--- src/include/tspc_pkg.sv ---
// Shared constants of the three-wire serial port control block
package tspc_pkg;
   // Register byte addresses
   localparam logic [15:0] ADDR_MODE = 16'hFF88;
   localparam logic [15:0] ADDR_SHIFT = 16'hFF84;
   localparam logic [15:0] ADDR_TXBUF = 16'hFF8C;
   localparam logic [15:0] ADDR_CLKSEL = 16'hFF90;
   localparam logic [15:0] ADDR_STATUS = 16'hFF94;
   localparam logic [15:0] ADDR_RXDATA = 16'hFF98;
   localparam logic [15:0] ADDR_BITOP = 16'hFF9C;
   // Mode register fields
   localparam int MODE_EN = 7;
   localparam int MODE_TXM = 6;
   localparam int MODE_SSE = 5;
   localparam int MODE_DIR = 4;
   localparam int MODE_ACT = 0;
   localparam logic [7:0] MODE_WMASK = 8'hF0;
   localparam logic [7:0] MODE_RESET = 8'h00;
   // Clock select fields
   localparam int CLK_POL = 4;
   localparam logic [4:0] CLKSEL_RESET = 5'h00;
   localparam logic [2:0] CKS_EXTERNAL = 3'h7;
   // Status fields
   localparam int STAT_DONE = 0;
   localparam int STAT_RXV = 1;
   // Single-bit write port fields
   localparam int BITOP_VAL = 7;
   // Bits per transfer
   localparam logic [3:0] XFER_BITS = 4'h8;
endpackage : tspc_pkg

--- src/tspc_sync.sv ---
// Two-flop synchroniser for pin inputs
`timescale 1ns/1ps
`default_nettype none
module tspc_sync #(
   parameter int W = 1
) (
   // Clock and reset
   input wire logic clk,
   input wire logic rst_n,
   // Data
   input wire logic [W-1:0] d,
   output logic [W-1:0] q
);
   logic [W-1:0] meta_reg;

   always_ff @(posedge clk or negedge rst_n)
   begin
      if (!rst_n)
      begin
         meta_reg <= '0;
         q <= '0;
      end
      else
      begin
         meta_reg <= d;
         q <= meta_reg;
      end
   end
endmodule : tspc_sync
`default_nettype wire

--- src/tspc_buf2.sv ---
// Small valid/ready buffer for received bytes
`timescale 1ns/1ps
`default_nettype none
module tspc_buf2 #(
   parameter int W = 8,
   parameter int DEPTH = 2
) (
   // Clock and reset
   input wire logic clk,
   input wire logic rst_n,
   // Fill side
   input wire logic in_valid,
   output logic in_ready,
   input wire logic [W-1:0] in_data,
   // Drain side
   output logic out_valid,
   input wire logic out_ready,
   output logic [W-1:0] out_data
);
   localparam int AW = (DEPTH > 1) ? $clog2(DEPTH) : 1;
   logic [W-1:0] mem [DEPTH];
   logic [AW-1:0] wr_reg;
   logic [AW-1:0] rd_reg;
   logic [AW:0] cnt_reg;
   logic push;
   logic pop;

   assign in_ready = (cnt_reg != (AW+1)'(DEPTH));
   assign out_valid = (cnt_reg != '0);
   assign out_data = mem[rd_reg];
   assign push = in_valid && in_ready;
   assign pop = out_valid && out_ready;

   always_ff @(posedge clk)
   begin
      if (push)
         mem[wr_reg] <= in_data;
   end

   always_ff @(posedge clk or negedge rst_n)
   begin
      if (!rst_n)
      begin
         wr_reg <= '0;
         rd_reg <= '0;
         cnt_reg <= '0;
      end
      else
      begin
         if (push)
            wr_reg <= (wr_reg == AW'(DEPTH-1)) ? '0 : wr_reg + 1'b1;
         if (pop)
            rd_reg <= (rd_reg == AW'(DEPTH-1)) ? '0 : rd_reg + 1'b1;
         cnt_reg <= cnt_reg + (AW+1)'(push) - (AW+1)'(pop);
      end
   end
endmodule : tspc_buf2
`default_nettype wire

--- src/tspc_top.sv ---
// Three-wire serial port with APB register access
// Functional notes
// - Disabled port does no transfers, pins released
// - Clearing enable asynchronously resets port circuitry
// - That reset clears active flag and shift
// - System reset zeroes mode register, port off
// - Mode register takes single-bit and byte writes
// - Mode fields: dir4, sse5, txmode6, en7, active0
// - Transfer uses only clock, out, in lines
// - Enable set makes port ready to transfer
// - Transmit buffer write starts transmit and receive
// - Shift register read starts reception only
// - Slave select pin used only in slave mode when enabled
// - Transmit mode off: receive only, out unused
// - Slave select high holds or suspends transfer
// - Active set at start; eight bits end it
`timescale 1ns/1ps
`default_nettype none
module tspc_top #(
   parameter int ADDR_W = 16,
   parameter int RXBUF_DEPTH = 2
) (
   // Clock and reset
   input wire logic pclk,
   input wire logic presetn,
   // APB slave
   input wire logic psel,
   input wire logic penable,
   input wire logic pwrite,
   input wire logic [ADDR_W-1:0] paddr,
   input wire logic [31:0] pwdata,
   output logic [31:0] prdata,
   output logic pready,
   output logic pslverr,
   // Serial clock pin
   input wire logic sck_in,
   output logic sck_out,
   output logic sck_oe_n,
   // Serial data pins
   input wire logic si_in,
   output logic so_out,
   output logic so_oe_n,
   // Slave select pin
   input wire logic ssi_n,
   // Transfer done flag
   output logic done_flag
);
   ////////////////////////////////////////////////////////////////////////
   logic [7:0] mode_reg, tx_buffer_reg, shift_reg, div_reg, rx_data, half_period;
   logic [4:0] clksel_reg;
   logic [31:0] prdata_reg;
   logic [3:0] bit_cnt_reg;
   logic [2:0] pins_s;
   logic done_reg, active_reg, so_bit_reg, sck_lvl_reg, sck_prev_reg, core_rst_n, sck_norm;
   logic en, txm, sse, dir, slave, gate;
   logic setup, access, wr, rd;
   logic wr_mode, wr_bitop, wr_tx, rd_shift, rd_rx, wr_stat, wr_clk;
   logic mapped, start_ok, start, lead_ev, trail_ev, done_ev, rx_in_ready, rx_valid;

   assign en = mode_reg[tspc_pkg::MODE_EN];
   assign txm = mode_reg[tspc_pkg::MODE_TXM];
   assign sse = mode_reg[tspc_pkg::MODE_SSE];
   assign dir = mode_reg[tspc_pkg::MODE_DIR];
   assign slave = (clksel_reg[2:0] == tspc_pkg::CKS_EXTERNAL);
   // Cleared enable resets the shifting logic without a clock
   assign core_rst_n = presetn & en;

   ////////////////////////////////////////////////////////////////////////
   // APB decode
   assign setup = psel && !penable;
   assign access = psel && penable;
   assign wr = access && pwrite;
   assign rd = access && !pwrite;
   assign pready = 1'b1;
   assign mapped = paddr[15:0] inside {tspc_pkg::ADDR_MODE, tspc_pkg::ADDR_SHIFT,
      tspc_pkg::ADDR_TXBUF, tspc_pkg::ADDR_CLKSEL, tspc_pkg::ADDR_STATUS,
      tspc_pkg::ADDR_RXDATA, tspc_pkg::ADDR_BITOP};
   assign pslverr = access && !mapped;
   assign wr_mode = wr && paddr[15:0] == tspc_pkg::ADDR_MODE;
   assign wr_bitop = wr && paddr[15:0] == tspc_pkg::ADDR_BITOP;
   assign wr_tx = wr && paddr[15:0] == tspc_pkg::ADDR_TXBUF;
   assign wr_clk = wr && paddr[15:0] == tspc_pkg::ADDR_CLKSEL;
   assign wr_stat = wr && paddr[15:0] == tspc_pkg::ADDR_STATUS;
   assign rd_shift = rd && paddr[15:0] == tspc_pkg::ADDR_SHIFT;
   assign rd_rx = rd && paddr[15:0] == tspc_pkg::ADDR_RXDATA;
   assign prdata = prdata_reg;

   // Read data captured in setup so it stands through the access phase
   always_ff @(posedge pclk or negedge presetn)
   begin
      if (!presetn)
         prdata_reg <= 32'h0000_0000;
      else if (setup && !pwrite)
      begin
         unique case (paddr[15:0])
            tspc_pkg::ADDR_MODE: prdata_reg <= {24'h00_0000, mode_reg[7:4], 3'h0,
               active_reg};
            tspc_pkg::ADDR_SHIFT: prdata_reg <= {24'h00_0000, shift_reg};
            tspc_pkg::ADDR_TXBUF: prdata_reg <= {24'h00_0000, tx_buffer_reg};
            tspc_pkg::ADDR_CLKSEL: prdata_reg <= {27'h000_0000, clksel_reg};
            tspc_pkg::ADDR_STATUS: prdata_reg <= {30'h0000_0000, rx_valid, done_reg};
            tspc_pkg::ADDR_RXDATA: prdata_reg <= {24'h00_0000, rx_data};
            default: prdata_reg <= 32'h0000_0000;
         endcase
      end
   end

   ////////////////////////////////////////////////////////////////////////
   // Control registers
   always_ff @(posedge pclk or negedge presetn)
   begin
      if (!presetn)
         mode_reg <= tspc_pkg::MODE_RESET;
      else if (wr_mode)
         mode_reg <= pwdata[7:0] & tspc_pkg::MODE_WMASK;
      else if (wr_bitop && (pwdata[2:0] > 3'h3))
         mode_reg[pwdata[2:0]] <= pwdata[tspc_pkg::BITOP_VAL];
   end
   always_ff @(posedge pclk or negedge presetn)
   begin
      if (!presetn)
         clksel_reg <= tspc_pkg::CLKSEL_RESET;
      else if (wr_clk)
         clksel_reg <= pwdata[4:0];
   end
   always_ff @(posedge pclk or negedge presetn)
   begin
      if (!presetn)
         tx_buffer_reg <= 8'h00;
      else if (wr_tx)
         tx_buffer_reg <= pwdata[7:0];
   end
   // Set beats clear when both land in one cycle
   always_ff @(posedge pclk or negedge presetn)
   begin
      if (!presetn)
         done_reg <= 1'b0;
      else if (done_ev)
         done_reg <= 1'b1;
      else if (wr_stat && pwdata[tspc_pkg::STAT_DONE])
         done_reg <= 1'b0;
   end
   assign done_flag = done_reg;

   ////////////////////////////////////////////////////////////////////////
   // Pin inputs
   tspc_sync #(.W(3)) u_sync (
      .clk(pclk),
      .rst_n(presetn),
      .d({ssi_n, si_in, sck_in}),
      .q(pins_s)
   );

   // Slave select only counts in slave mode with its use bit on
   assign gate = en && slave && sse && pins_s[2];

   ////////////////////////////////////////////////////////////////////////
   // Start: refused while busy or while the receive buffer has no room
   assign start_ok = en && !active_reg && rx_in_ready;
   assign start = start_ok && ((wr_tx && txm) || (rd_shift && !txm));
   always_ff @(posedge pclk or negedge core_rst_n)
   begin
      if (!core_rst_n)
         active_reg <= 1'b0;
      else if (start)
         active_reg <= 1'b1;
      else if (done_ev)
         active_reg <= 1'b0;
   end

   ////////////////////////////////////////////////////////////////////////
   // Clock edges: divider in master mode, sampled pin in slave mode
   assign half_period = 8'h01 << clksel_reg[2:0];
   assign sck_norm = pins_s[0] ^ clksel_reg[tspc_pkg::CLK_POL];
   always_ff @(posedge pclk or negedge core_rst_n)
   begin
      if (!core_rst_n)
      begin
         div_reg <= 8'h00;
         sck_lvl_reg <= 1'b1;
         sck_prev_reg <= 1'b1;
      end
      else
      begin
         sck_prev_reg <= sck_norm;
         if (!active_reg || slave || gate)
         begin
            div_reg <= 8'h00;
            sck_lvl_reg <= 1'b1;
         end
         else if (div_reg == half_period - 8'h01)
         begin
            div_reg <= 8'h00;
            sck_lvl_reg <= !sck_lvl_reg;
         end
         else
            div_reg <= div_reg + 8'h01;
      end
   end
   always_comb
   begin
      lead_ev = 1'b0;
      trail_ev = 1'b0;
      if (active_reg && !gate)
      begin
         if (slave)
         begin
            lead_ev = sck_prev_reg && !sck_norm;
            trail_ev = !sck_prev_reg && sck_norm;
         end
         else if (div_reg == half_period - 8'h01)
         begin
            lead_ev = sck_lvl_reg;
            trail_ev = !sck_lvl_reg;
         end
      end
   end
   assign done_ev = trail_ev && (bit_cnt_reg == tspc_pkg::XFER_BITS - 4'h1);

   ////////////////////////////////////////////////////////////////////////
   // Shifter: output on leading edge, sample on trailing edge
   always_ff @(posedge pclk or negedge core_rst_n)
   begin
      if (!core_rst_n)
      begin
         shift_reg <= 8'h00;
         bit_cnt_reg <= 4'h0;
         so_bit_reg <= 1'b0;
      end
      else if (start)
      begin
         // The buffer write lands in this same edge, so take the bus word
         shift_reg <= wr_tx ? pwdata[7:0] : tx_buffer_reg;
         bit_cnt_reg <= 4'h0;
      end
      else
      begin
         if (lead_ev)
            so_bit_reg <= txm && (dir ? shift_reg[0] : shift_reg[7]);
         if (trail_ev)
         begin
            shift_reg <= dir ? {pins_s[1], shift_reg[7:1]} : {shift_reg[6:0], pins_s[1]};
            bit_cnt_reg <= done_ev ? 4'h0 : bit_cnt_reg + 4'h1;
         end
      end
   end

   ////////////////////////////////////////////////////////////////////////
   // Receive buffer; a stalled reader holds off new starts
   tspc_buf2 #(.W(8), .DEPTH(RXBUF_DEPTH)) u_rxbuf (
      .clk(pclk),
      .rst_n(presetn),
      .in_valid(done_ev),
      .in_ready(rx_in_ready),
      .in_data(dir ? {pins_s[1], shift_reg[7:1]} : {shift_reg[6:0], pins_s[1]}),
      .out_valid(rx_valid),
      .out_ready(rd_rx),
      .out_data(rx_data)
   );

   ////////////////////////////////////////////////////////////////////////
   // Pins: only clock, out and in lines carry the transfer
   assign sck_out = sck_lvl_reg ^ clksel_reg[tspc_pkg::CLK_POL];
   assign sck_oe_n = !(en && !slave);
   assign so_out = so_bit_reg;
   assign so_oe_n = !(en && txm);

   ////////////////////////////////////////////////////////////////////////
   // Checks
   property p_disabled_idle;
      @(posedge pclk) disable iff (!presetn)
      !en |-> !active_reg && shift_reg == 8'h00 && sck_oe_n && so_oe_n;
   endproperty
   a_disabled_idle: assert property (p_disabled_idle)
      else $error("disabled port not idle");
   property p_clear_en;
      @(posedge pclk) disable iff (!presetn)
      wr_mode && !pwdata[tspc_pkg::MODE_EN] |=> !active_reg && shift_reg == 8'h00;
   endproperty
   a_clear_en: assert property (p_clear_en)
      else $error("enable clear did not reset core");
   property p_mode_write;
      @(posedge pclk) disable iff (!presetn)
      wr_mode |=> mode_reg == ($past(pwdata[7:0]) & 8'hF0) && mode_reg[3:0] == 4'h0;
   endproperty
   a_mode_write: assert property (p_mode_write)
      else $error("mode register write wrong");
   property p_bitop;
      @(posedge pclk) disable iff (!presetn)
      wr_bitop && pwdata[2:0] == 3'h7 |=> en == $past(pwdata[7]) && $stable(mode_reg[6:0]);
   endproperty
   a_bitop: assert property (p_bitop)
      else $error("single-bit write wrong");
   property p_tx_start;
      @(posedge pclk) disable iff (!presetn)
      wr_tx && en && txm && !active_reg && rx_in_ready |=> active_reg
         && shift_reg == $past(pwdata[7:0]);
   endproperty
   a_tx_start: assert property (p_tx_start)
      else $error("tx write did not start transfer");
   property p_rx_start;
      @(posedge pclk) disable iff (!presetn)
      rd_shift && en && !txm && !active_reg && rx_in_ready |=> active_reg ##0 so_oe_n;
   endproperty
   a_rx_start: assert property (p_rx_start)
      else $error("shift read did not start reception");
   property p_done;
      @(posedge pclk) disable iff (!presetn)
      done_ev |=> !active_reg && done_reg && bit_cnt_reg == 4'h0;
   endproperty
   a_done: assert property (p_done)
      else $error("completion not flagged");
   property p_hold;
      @(posedge pclk) disable iff (!presetn)
      gate && active_reg |=> $stable(bit_cnt_reg) && $stable(shift_reg);
   endproperty
   a_hold: assert property (p_hold)
      else $error("transfer moved while deselected");
   property p_master_clk;
      @(posedge pclk) disable iff (!presetn)
      en && !slave && active_reg && !done_ev && !wr_mode && !wr_bitop
         && div_reg == half_period - 8'h01 |=> sck_lvl_reg != $past(sck_lvl_reg);
   endproperty
   a_master_clk: assert property (p_master_clk)
      else $error("master clock not toggling");

   c_tx_done: cover property (@(posedge pclk) disable iff (!presetn) done_ev && txm);
   c_rx_done: cover property (@(posedge pclk) disable iff (!presetn) done_ev && !txm);
   c_held: cover property (@(posedge pclk) disable iff (!presetn) gate && active_reg);
   c_buf_full: cover property (@(posedge pclk) disable iff (!presetn) !rx_in_ready);
endmodule : tspc_top
`default_nettype wire

--- config.mk ---
export PLATFORM = sky130hd
export DESIGN_NAME = tspc_top
export DESIGN_NICKNAME = d
export VERILOG_FILES = /design/src/include/tspc_pkg.sv /design/src/tspc_sync.sv /design/src/tspc_buf2.sv /design/src/tspc_top.sv
export SDC_FILE = /design/constraint.sdc
export NUM_CORES = 1
export LEC_CHECK = 0
export ABC_AREA = 0
export ABC_CLOCK_PERIOD_IN_PS = 2050
export BUFFER_PORTS_ARGS = -buffer_cell sky130_fd_sc_hd__buf_2
export CAP_MARGIN = 15
export CORE_ASPECT_RATIO = 0.8
export CORE_MARGIN = 1
export CORE_UTILIZATION = 60
export CTS_BUF_LIST = sky130_fd_sc_hd__clkbuf_4
export DETAILED_ROUTE_END_ITERATION = 7
export HOLD_SLACK_MARGIN = 0.15
export PLACE_DENSITY = 0.85
export SLEW_MARGIN = 20
export SYNTH_ARGS = -nofsm -noshare
export SYNTH_HDL_FRONTEND = slang
export SYNTH_SLANG_ARGS = --single-unit
--- constraint.sdc ---
create_clock -name pclk -period 2.05 [get_ports pclk]
set_clock_uncertainty 0.2 [all_clocks]
set_input_delay 0.1025 -clock pclk [delete_from_list [all_inputs] [get_ports pclk]]
set_output_delay 0.1025 -clock pclk [all_outputs]
set_load 0.005 [all_outputs]
==> impl_results.html <==
<table>
<tr><th>Metric</th><th>Value</th></tr>
<tr><th colspan="2">Pwr</th></tr>
<tr><td>Static leakage power</td><td>2.400 nW</td></tr>
<tr><td>Pint</td><td>2.807 mW</td></tr>
<tr><td>Part of the total power dissipated in sequential elements</td><td>45.0%</td></tr>
<tr><td>Clock share of power</td><td>21.1%</td></tr>
<tr><td>Maximum vdd drop</td><td>0.8247 mV</td></tr>
<tr><td>Power density over the cells</td><td>794.1 nW/um^2</td></tr>
<tr><td>Switch Pwr</td><td>1.552 mW</td></tr>
<tr><td>Comb pwr share</td><td>33.9%</td></tr>
<tr><td>Fraction of power spent switching nets</td><td>35.61%</td></tr>
<tr><th colspan="2">Clock tree</th></tr>
<tr><td>Clock tree from TritonCTS</td><td>built</td></tr>
<tr><td>CTS H-Tree Depth</td><td>3</td></tr>
<tr><td>Maximum buffer depth of the clock tree</td><td>2</td></tr>
<tr><td>Buffer cell driving the clock tree root</td><td>sky130_fd_sc_hd__clkbuf_4</td></tr>
<tr><td>TritonCTS buffer count</td><td>9</td></tr>
<tr><td>Sink count of the clock tree</td><td>76</td></tr>
<tr><td>Clock insertion delay at the later pin of the skew report</td><td>0.45 ns</td></tr>
<tr><td>Clock slew at reported path FFs</td><td>0.13 ns</td></tr>
<tr><th colspan="2">Logic synthesis</th></tr>
<tr><td>Post-Syn Area</td><td>4075 sq um</td></tr>
<tr><td>Yosys Warn Count</td><td>0</td></tr>
<tr><td>Per-instance average area after synthesis</td><td>10.14 sq um</td></tr>
<tr><td>Flip-flop cell with the highest count after synthesis</td><td>sky130_fd_sc_hd__dfrtp_1</td></tr>
<tr><td>Biggest area consumer among synthesized cells</td><td>sky130_fd_sc_hd__dfrtp_1</td></tr>
<tr><td>Multiplexer share of the synthesized area</td><td>7.706%</td></tr>
<tr><td>Number of distinct library cells after synthesis</td><td>63</td></tr>
<tr><td>Synth Instances</td><td>402</td></tr>
<tr><td>Synth Register Bits</td><td>76</td></tr>
<tr><td>Simple-Gate Fraction of Synth Area</td><td>19.74%</td></tr>
<tr><td>Synthesized-area fraction occupied by ao, oa, aoi and oai cells</td><td>11.73%</td></tr>
<tr><td>Async set-or-reset flop fraction in the synthesized netlist</td><td>78.95%</td></tr>
<tr><td>Largest family of logic cells by synthesized area</td><td>simple AND/OR/NAND/NOR gates</td></tr>
<tr><td>Number of synthesized flops with an enable pin</td><td>16</td></tr>
<tr><td>Share of Yosys cell area claimed by the top area cell type</td><td>35.62%</td></tr>
<tr><td>Sequential element share of the synthesized area</td><td>48.70%</td></tr>
<tr><td>Biggest area contributors in the synthesized netlist</td><td>sky130_fd_sc_hd__dfrtp_1 (36%), sky130_fd_sc_hd__edfxtp_1 (12%), sky130_fd_sc_hd__buf_4 (4.6%), sky130_fd_sc_hd__mux2_2 (4.1%), sky130_fd_sc_hd__nand2_1 (3.6%)</td></tr>
<tr><td>Synth Area in Adders</td><td>0.9211%</td></tr>
<tr><td>Post-synthesis xor/xnor area fraction</td><td>2.794%</td></tr>
<tr><th colspan="2">Detailed routing</th></tr>
<tr><td>1st-pass router iterations</td><td>5</td></tr>
<tr><td>Antenna Violating Nets Remaining</td><td>0</td></tr>
<tr><td>Drt initial violations</td><td>447</td></tr>
<tr><td>Remaining DRCs</td><td>0</td></tr>
<tr><td>Via density</td><td>6.375</td></tr>
<tr><td>Routed vias</td><td>3927</td></tr>
<tr><td>WL met1</td><td>4.695 mm</td></tr>
<tr><td>Met3 wirelength from detailed routing</td><td>1.514 mm</td></tr>
<tr><td>Final wirelength</td><td>13.10 mm</td></tr>
<tr><td>Detail Route met2 WL</td><td>6.003 mm</td></tr>
<tr><td>Final routed wire length divided by cell count</td><td>21.27 microns</td></tr>
<tr><td>Top routing layer in use</td><td>met4</td></tr>
<tr><th colspan="2">Floorplan</th></tr>
<tr><td>Effective utilization at floorplan</td><td>62.95%</td></tr>
<tr><td>Top Ports</td><td>95</td></tr>
<tr><td>Chip Height</td><td>75.71 microns</td></tr>
<tr><td>Placeable core region</td><td>6474 sq um</td></tr>
<tr><td>Area of the die</td><td>7127 sq um</td></tr>
<tr><td>DIE WIDTH</td><td>94.14 microns</td></tr>
<tr><td>Placement row count</td><td>26</td></tr>
<tr><th colspan="2">Worst setup path</th></tr>
<tr><td>Data required time at the worst endpoint</td><td>2.17 ns</td></tr>
<tr><td>Signal arrival time at the worst endpoint</td><td>2.58 ns</td></tr>
<tr><td>Critical path startpoint</td><td>clksel_reg[1]</td></tr>
<tr><td>Register-to-register setup slack</td><td>-0.40 ns</td></tr>
<tr><td>Worst Setup Start Kind</td><td>flop</td></tr>
<tr><td>Setup CP Type</td><td>reg2reg</td></tr>
<tr><td>Reg-to-Reg Start</td><td>clksel_reg[1]</td></tr>
<tr><td>Cell depth of the worst flop-to-flop path</td><td>10</td></tr>
<tr><td>CP Max Fanout</td><td>8</td></tr>
<tr><td>Critical Path Sink</td><td>shift_reg[4]</td></tr>
<tr><td>Worst Setup End Kind</td><td>flop</td></tr>
<tr><td>Terminus of the critical flop-to-flop path</td><td>shift_reg[4]</td></tr>
<tr><th colspan="2">Global route</th></tr>
<tr><td>Initial antenna violation count</td><td>0</td></tr>
<tr><td>Overflow after GRT</td><td>0</td></tr>
<tr><td>First-pass GRT wire length</td><td>19.26 mm</td></tr>
<tr><td>Vias in the first global route</td><td>3792</td></tr>
<tr><td>Pin count of the biggest net entering global routing</td><td>37</td></tr>
<tr><td>Global-route total usage across every layer</td><td>37.56%</td></tr>
<tr><th colspan="2">Placement</th></tr>
<tr><td>Last weighted congestion value of the routability-driven placer</td><td>0.9369</td></tr>
<tr><td>Final HPWL from detailed placement</td><td>7.717 mm</td></tr>
<tr><td>Quantity of I/O buffers inserted on ports</td><td>45</td></tr>
<tr><td>Cell total after placement</td><td>565</td></tr>
<tr><td>Setup slack at placement</td><td>-0.3990 ns</td></tr>
<tr><th colspan="2">STA</th></tr>
<tr><td>Normalized max-slew margin</td><td>58.40%</td></tr>
<tr><td>Max-slew violations</td><td>0</td></tr>
<tr><td>Final setup vio count</td><td>43</td></tr>
<tr><td>Final min period</td><td>2.453 ns</td></tr>
<tr><td>RSZ-0062 raised after global routing</td><td>true</td></tr>
<tr><td>Crit path setup slack, layout</td><td>-0.4029 ns</td></tr>
<tr><td>Total count of hold-check failures in the final report</td><td>0</td></tr>
<tr><td>Maximum achievable frequency</td><td>407.7 MHz</td></tr>
<tr><td>Fraction of the cycle the final worst path needs</td><td>119.7%</td></tr>
<tr><td>Tightest Pin Transition</td><td>0.6241 ns</td></tr>
<tr><th colspan="2">Final layout</th></tr>
<tr><td>Flip-flop count of the largest register after layout</td><td>16</td></tr>
<tr><td>Layout net count</td><td>586</td></tr>
<tr><td>Register containing the most flip-flops in the final layout</td><td>u_rxbuf.mem</td></tr>
<tr><td>Area growth syn-to-layout</td><td>34.69%</td></tr>
<tr><td>Final cell count without fillers</td><td>616</td></tr>
<tr><td>Antenna diodes</td><td>0</td></tr>
<tr><td>Proportion of layout cells with a drive suffix above 1</td><td>37.97%</td></tr>
<tr><th colspan="2">Run status</th></tr>
<tr><td>Outcome</td><td>complete, but fails checks</td></tr>
<tr><td>Violated checks</td><td>negative setup slack</td></tr>
<tr><th colspan="2">Worst hold path</th></tr>
<tr><td>Hold/Removal Path Class</td><td>reg2reg</td></tr>
<tr><th colspan="2">Run</th></tr>
<tr><td>Max-capacitance violation count</td><td>0</td></tr>
</table>
==> critical path, stage by stage (launching register included) <==
cell and delay, ns:
sky130_fd_sc_hd__dfrtp_2 0.50, sky130_fd_sc_hd__buf_6 0.15, sky130_fd_sc_hd__a21o_1 0.24, sky130_fd_sc_hd__a32oi_2 0.26, sky130_fd_sc_hd__nand2_1 0.12, sky130_fd_sc_hd__a41o_1 0.24
sky130_fd_sc_hd__buf_4 0.15, sky130_fd_sc_hd__buf_6 0.13, sky130_fd_sc_hd__buf_12 0.14, sky130_fd_sc_hd__nand3_2 0.07, sky130_fd_sc_hd__o211ai_1 0.11
==> layout by cell type, fill, tap and decap left out, types with 9 or more instances in the layout <==
cell                            instances
sky130_fd_sc_hd__nor2_1                18
sky130_fd_sc_hd__conb_1                25
sky130_fd_sc_hd__buf_6                 12
sky130_fd_sc_hd__buf_2                 45
sky130_fd_sc_hd__mux2_2                13
sky130_fd_sc_hd__nand3_1               14
sky130_fd_sc_hd__mux2i_1               13
sky130_fd_sc_hd__nand3_2               11
sky130_fd_sc_hd__inv_1                 18
sky130_fd_sc_hd__nand2b_1               9
sky130_fd_sc_hd__buf_4                 51
sky130_fd_sc_hd__dlygate4sd3_1         23
sky130_fd_sc_hd__edfxtp_1              16
sky130_fd_sc_hd__o21ai_0               20
sky130_fd_sc_hd__dfrtp_1               55
sky130_fd_sc_hd__nand2_1               37
sky130_fd_sc_hd__clkbuf_4              11
==> layer usage <==
metal | GRT usage, % | up-vias
li1 | - | 1649
met1 | 46.49 | 1849
met2 | 60.79 | 330
met3 | 10.58 | 99
met4 | 20.68 | 0
met5 | 0 | -
==> stage by stage <==
step                      hold slack [ns]  total power [mW]  instance area (sq um)  TNS (ns)  util [%]
after global routing               0.1698             4.525                   5489    -18.48     84.79
after CTS                          0.1325             4.184                   5381    -6.371     83.13
after floorplan                   -0.3931             2.544                   4244    -7.525         -
after global placement           0.009971             2.875                   4713    -9.307     72.81
final                              0.1644             4.359                   5489    -12.50     84.79
after detailed placement          0.01220             2.942                   4713    -11.85     72.81
==> Yosys cell counts (7+ instances only) <==
cell type	instances
sky130_fd_sc_hd__o21ai_0	22
sky130_fd_sc_hd__a21oi_1	7
sky130_fd_sc_hd__nand3_1	25
sky130_fd_sc_hd__nand2_1	39
sky130_fd_sc_hd__o211ai_1	8
sky130_fd_sc_hd__mux2i_1	13
sky130_fd_sc_hd__nand2b_1	9
sky130_fd_sc_hd__xor2_1	9
sky130_fd_sc_hd__edfxtp_1	16
sky130_fd_sc_hd__clkbuf_1	11
sky130_fd_sc_hd__nor2_1	26
sky130_fd_sc_hd__inv_1	18
sky130_fd_sc_hd__dfrtp_1	58
sky130_fd_sc_hd__buf_4	25
sky130_fd_sc_hd__mux2_2	15
==> what timing repair did <==
| action | in CTS | in global routing |
|---|---|---|
| resized for setup | 47 | 24 |
| hold buffers | 24 | 1 |
| setup endpoints to repair | 41 | 52 |
| pin swaps | 24 | 13 |
| setup buffers | 11 | 4 |
| hold endpoints to repair | 100 | 5 |
==> kinds of logic (layout without fill, tap and decap cells) <==
| kind of cell | after synthesis | after routing |
|---|---|---|
| other | 2 | 25 |
| XOR/XNOR | 13 | 13 |
| AO/OA/AOI/OAI | 70 | 70 |
| AND/OR/NAND/NOR | 148 | 148 |
| flip-flops | 76 | 76 |
| multiplexers | 29 | 29 |
| buffers and inverters | 61 | 168 |
| adder cells (fa/ha/maj) | 3 | 3 |
==> worst min path at each step <==
stage / from / end / slack [ns] / cells after the start
2_1_floorplan: presetn / clksel_reg[0] / -0.39 / 0
3_3_place_gp: presetn / prdata[5] / 0.01 / 2
3_5_place_dp: ssi_n / u_sync.meta_reg[2] / 0.01 / 1
4_1_cts: paddr[6] / prdata[2] / 0.13 / 5
5_1_grt: u_sync.meta_reg[2] / u_sync.q[2] / 0.17 / 0
6_report: u_sync.meta_reg[2] / u_sync.q[2] / 0.16 / 0
==> cell type report <==
class                      instances  area [sq um]
clock inverter                     5         52.55
sequential                        76          1988
tap                               84         105.1
timing repair buffer             134          1026
fill                             320         984.7
multi-input combinational        288          2167
clock buffer                      11         82.58
inverter                          18         67.56
==> power by group through the flow <==
stage / registers (mW) / clock network (mW) / logic, mW
5_1_grt: 1.97 / 0.983 / 1.57
4_1_cts: 1.93 / 0.928 / 1.33
3_5_place_dp: 1.96 / 0 / 0.985
2_1_floorplan: 1.89 / 0 / 0.653
6_report: 1.96 / 0.921 / 1.48
3_3_place_gp: 1.94 / 0 / 0.933
No activity file was read; power rests on OpenSTA's default activity.
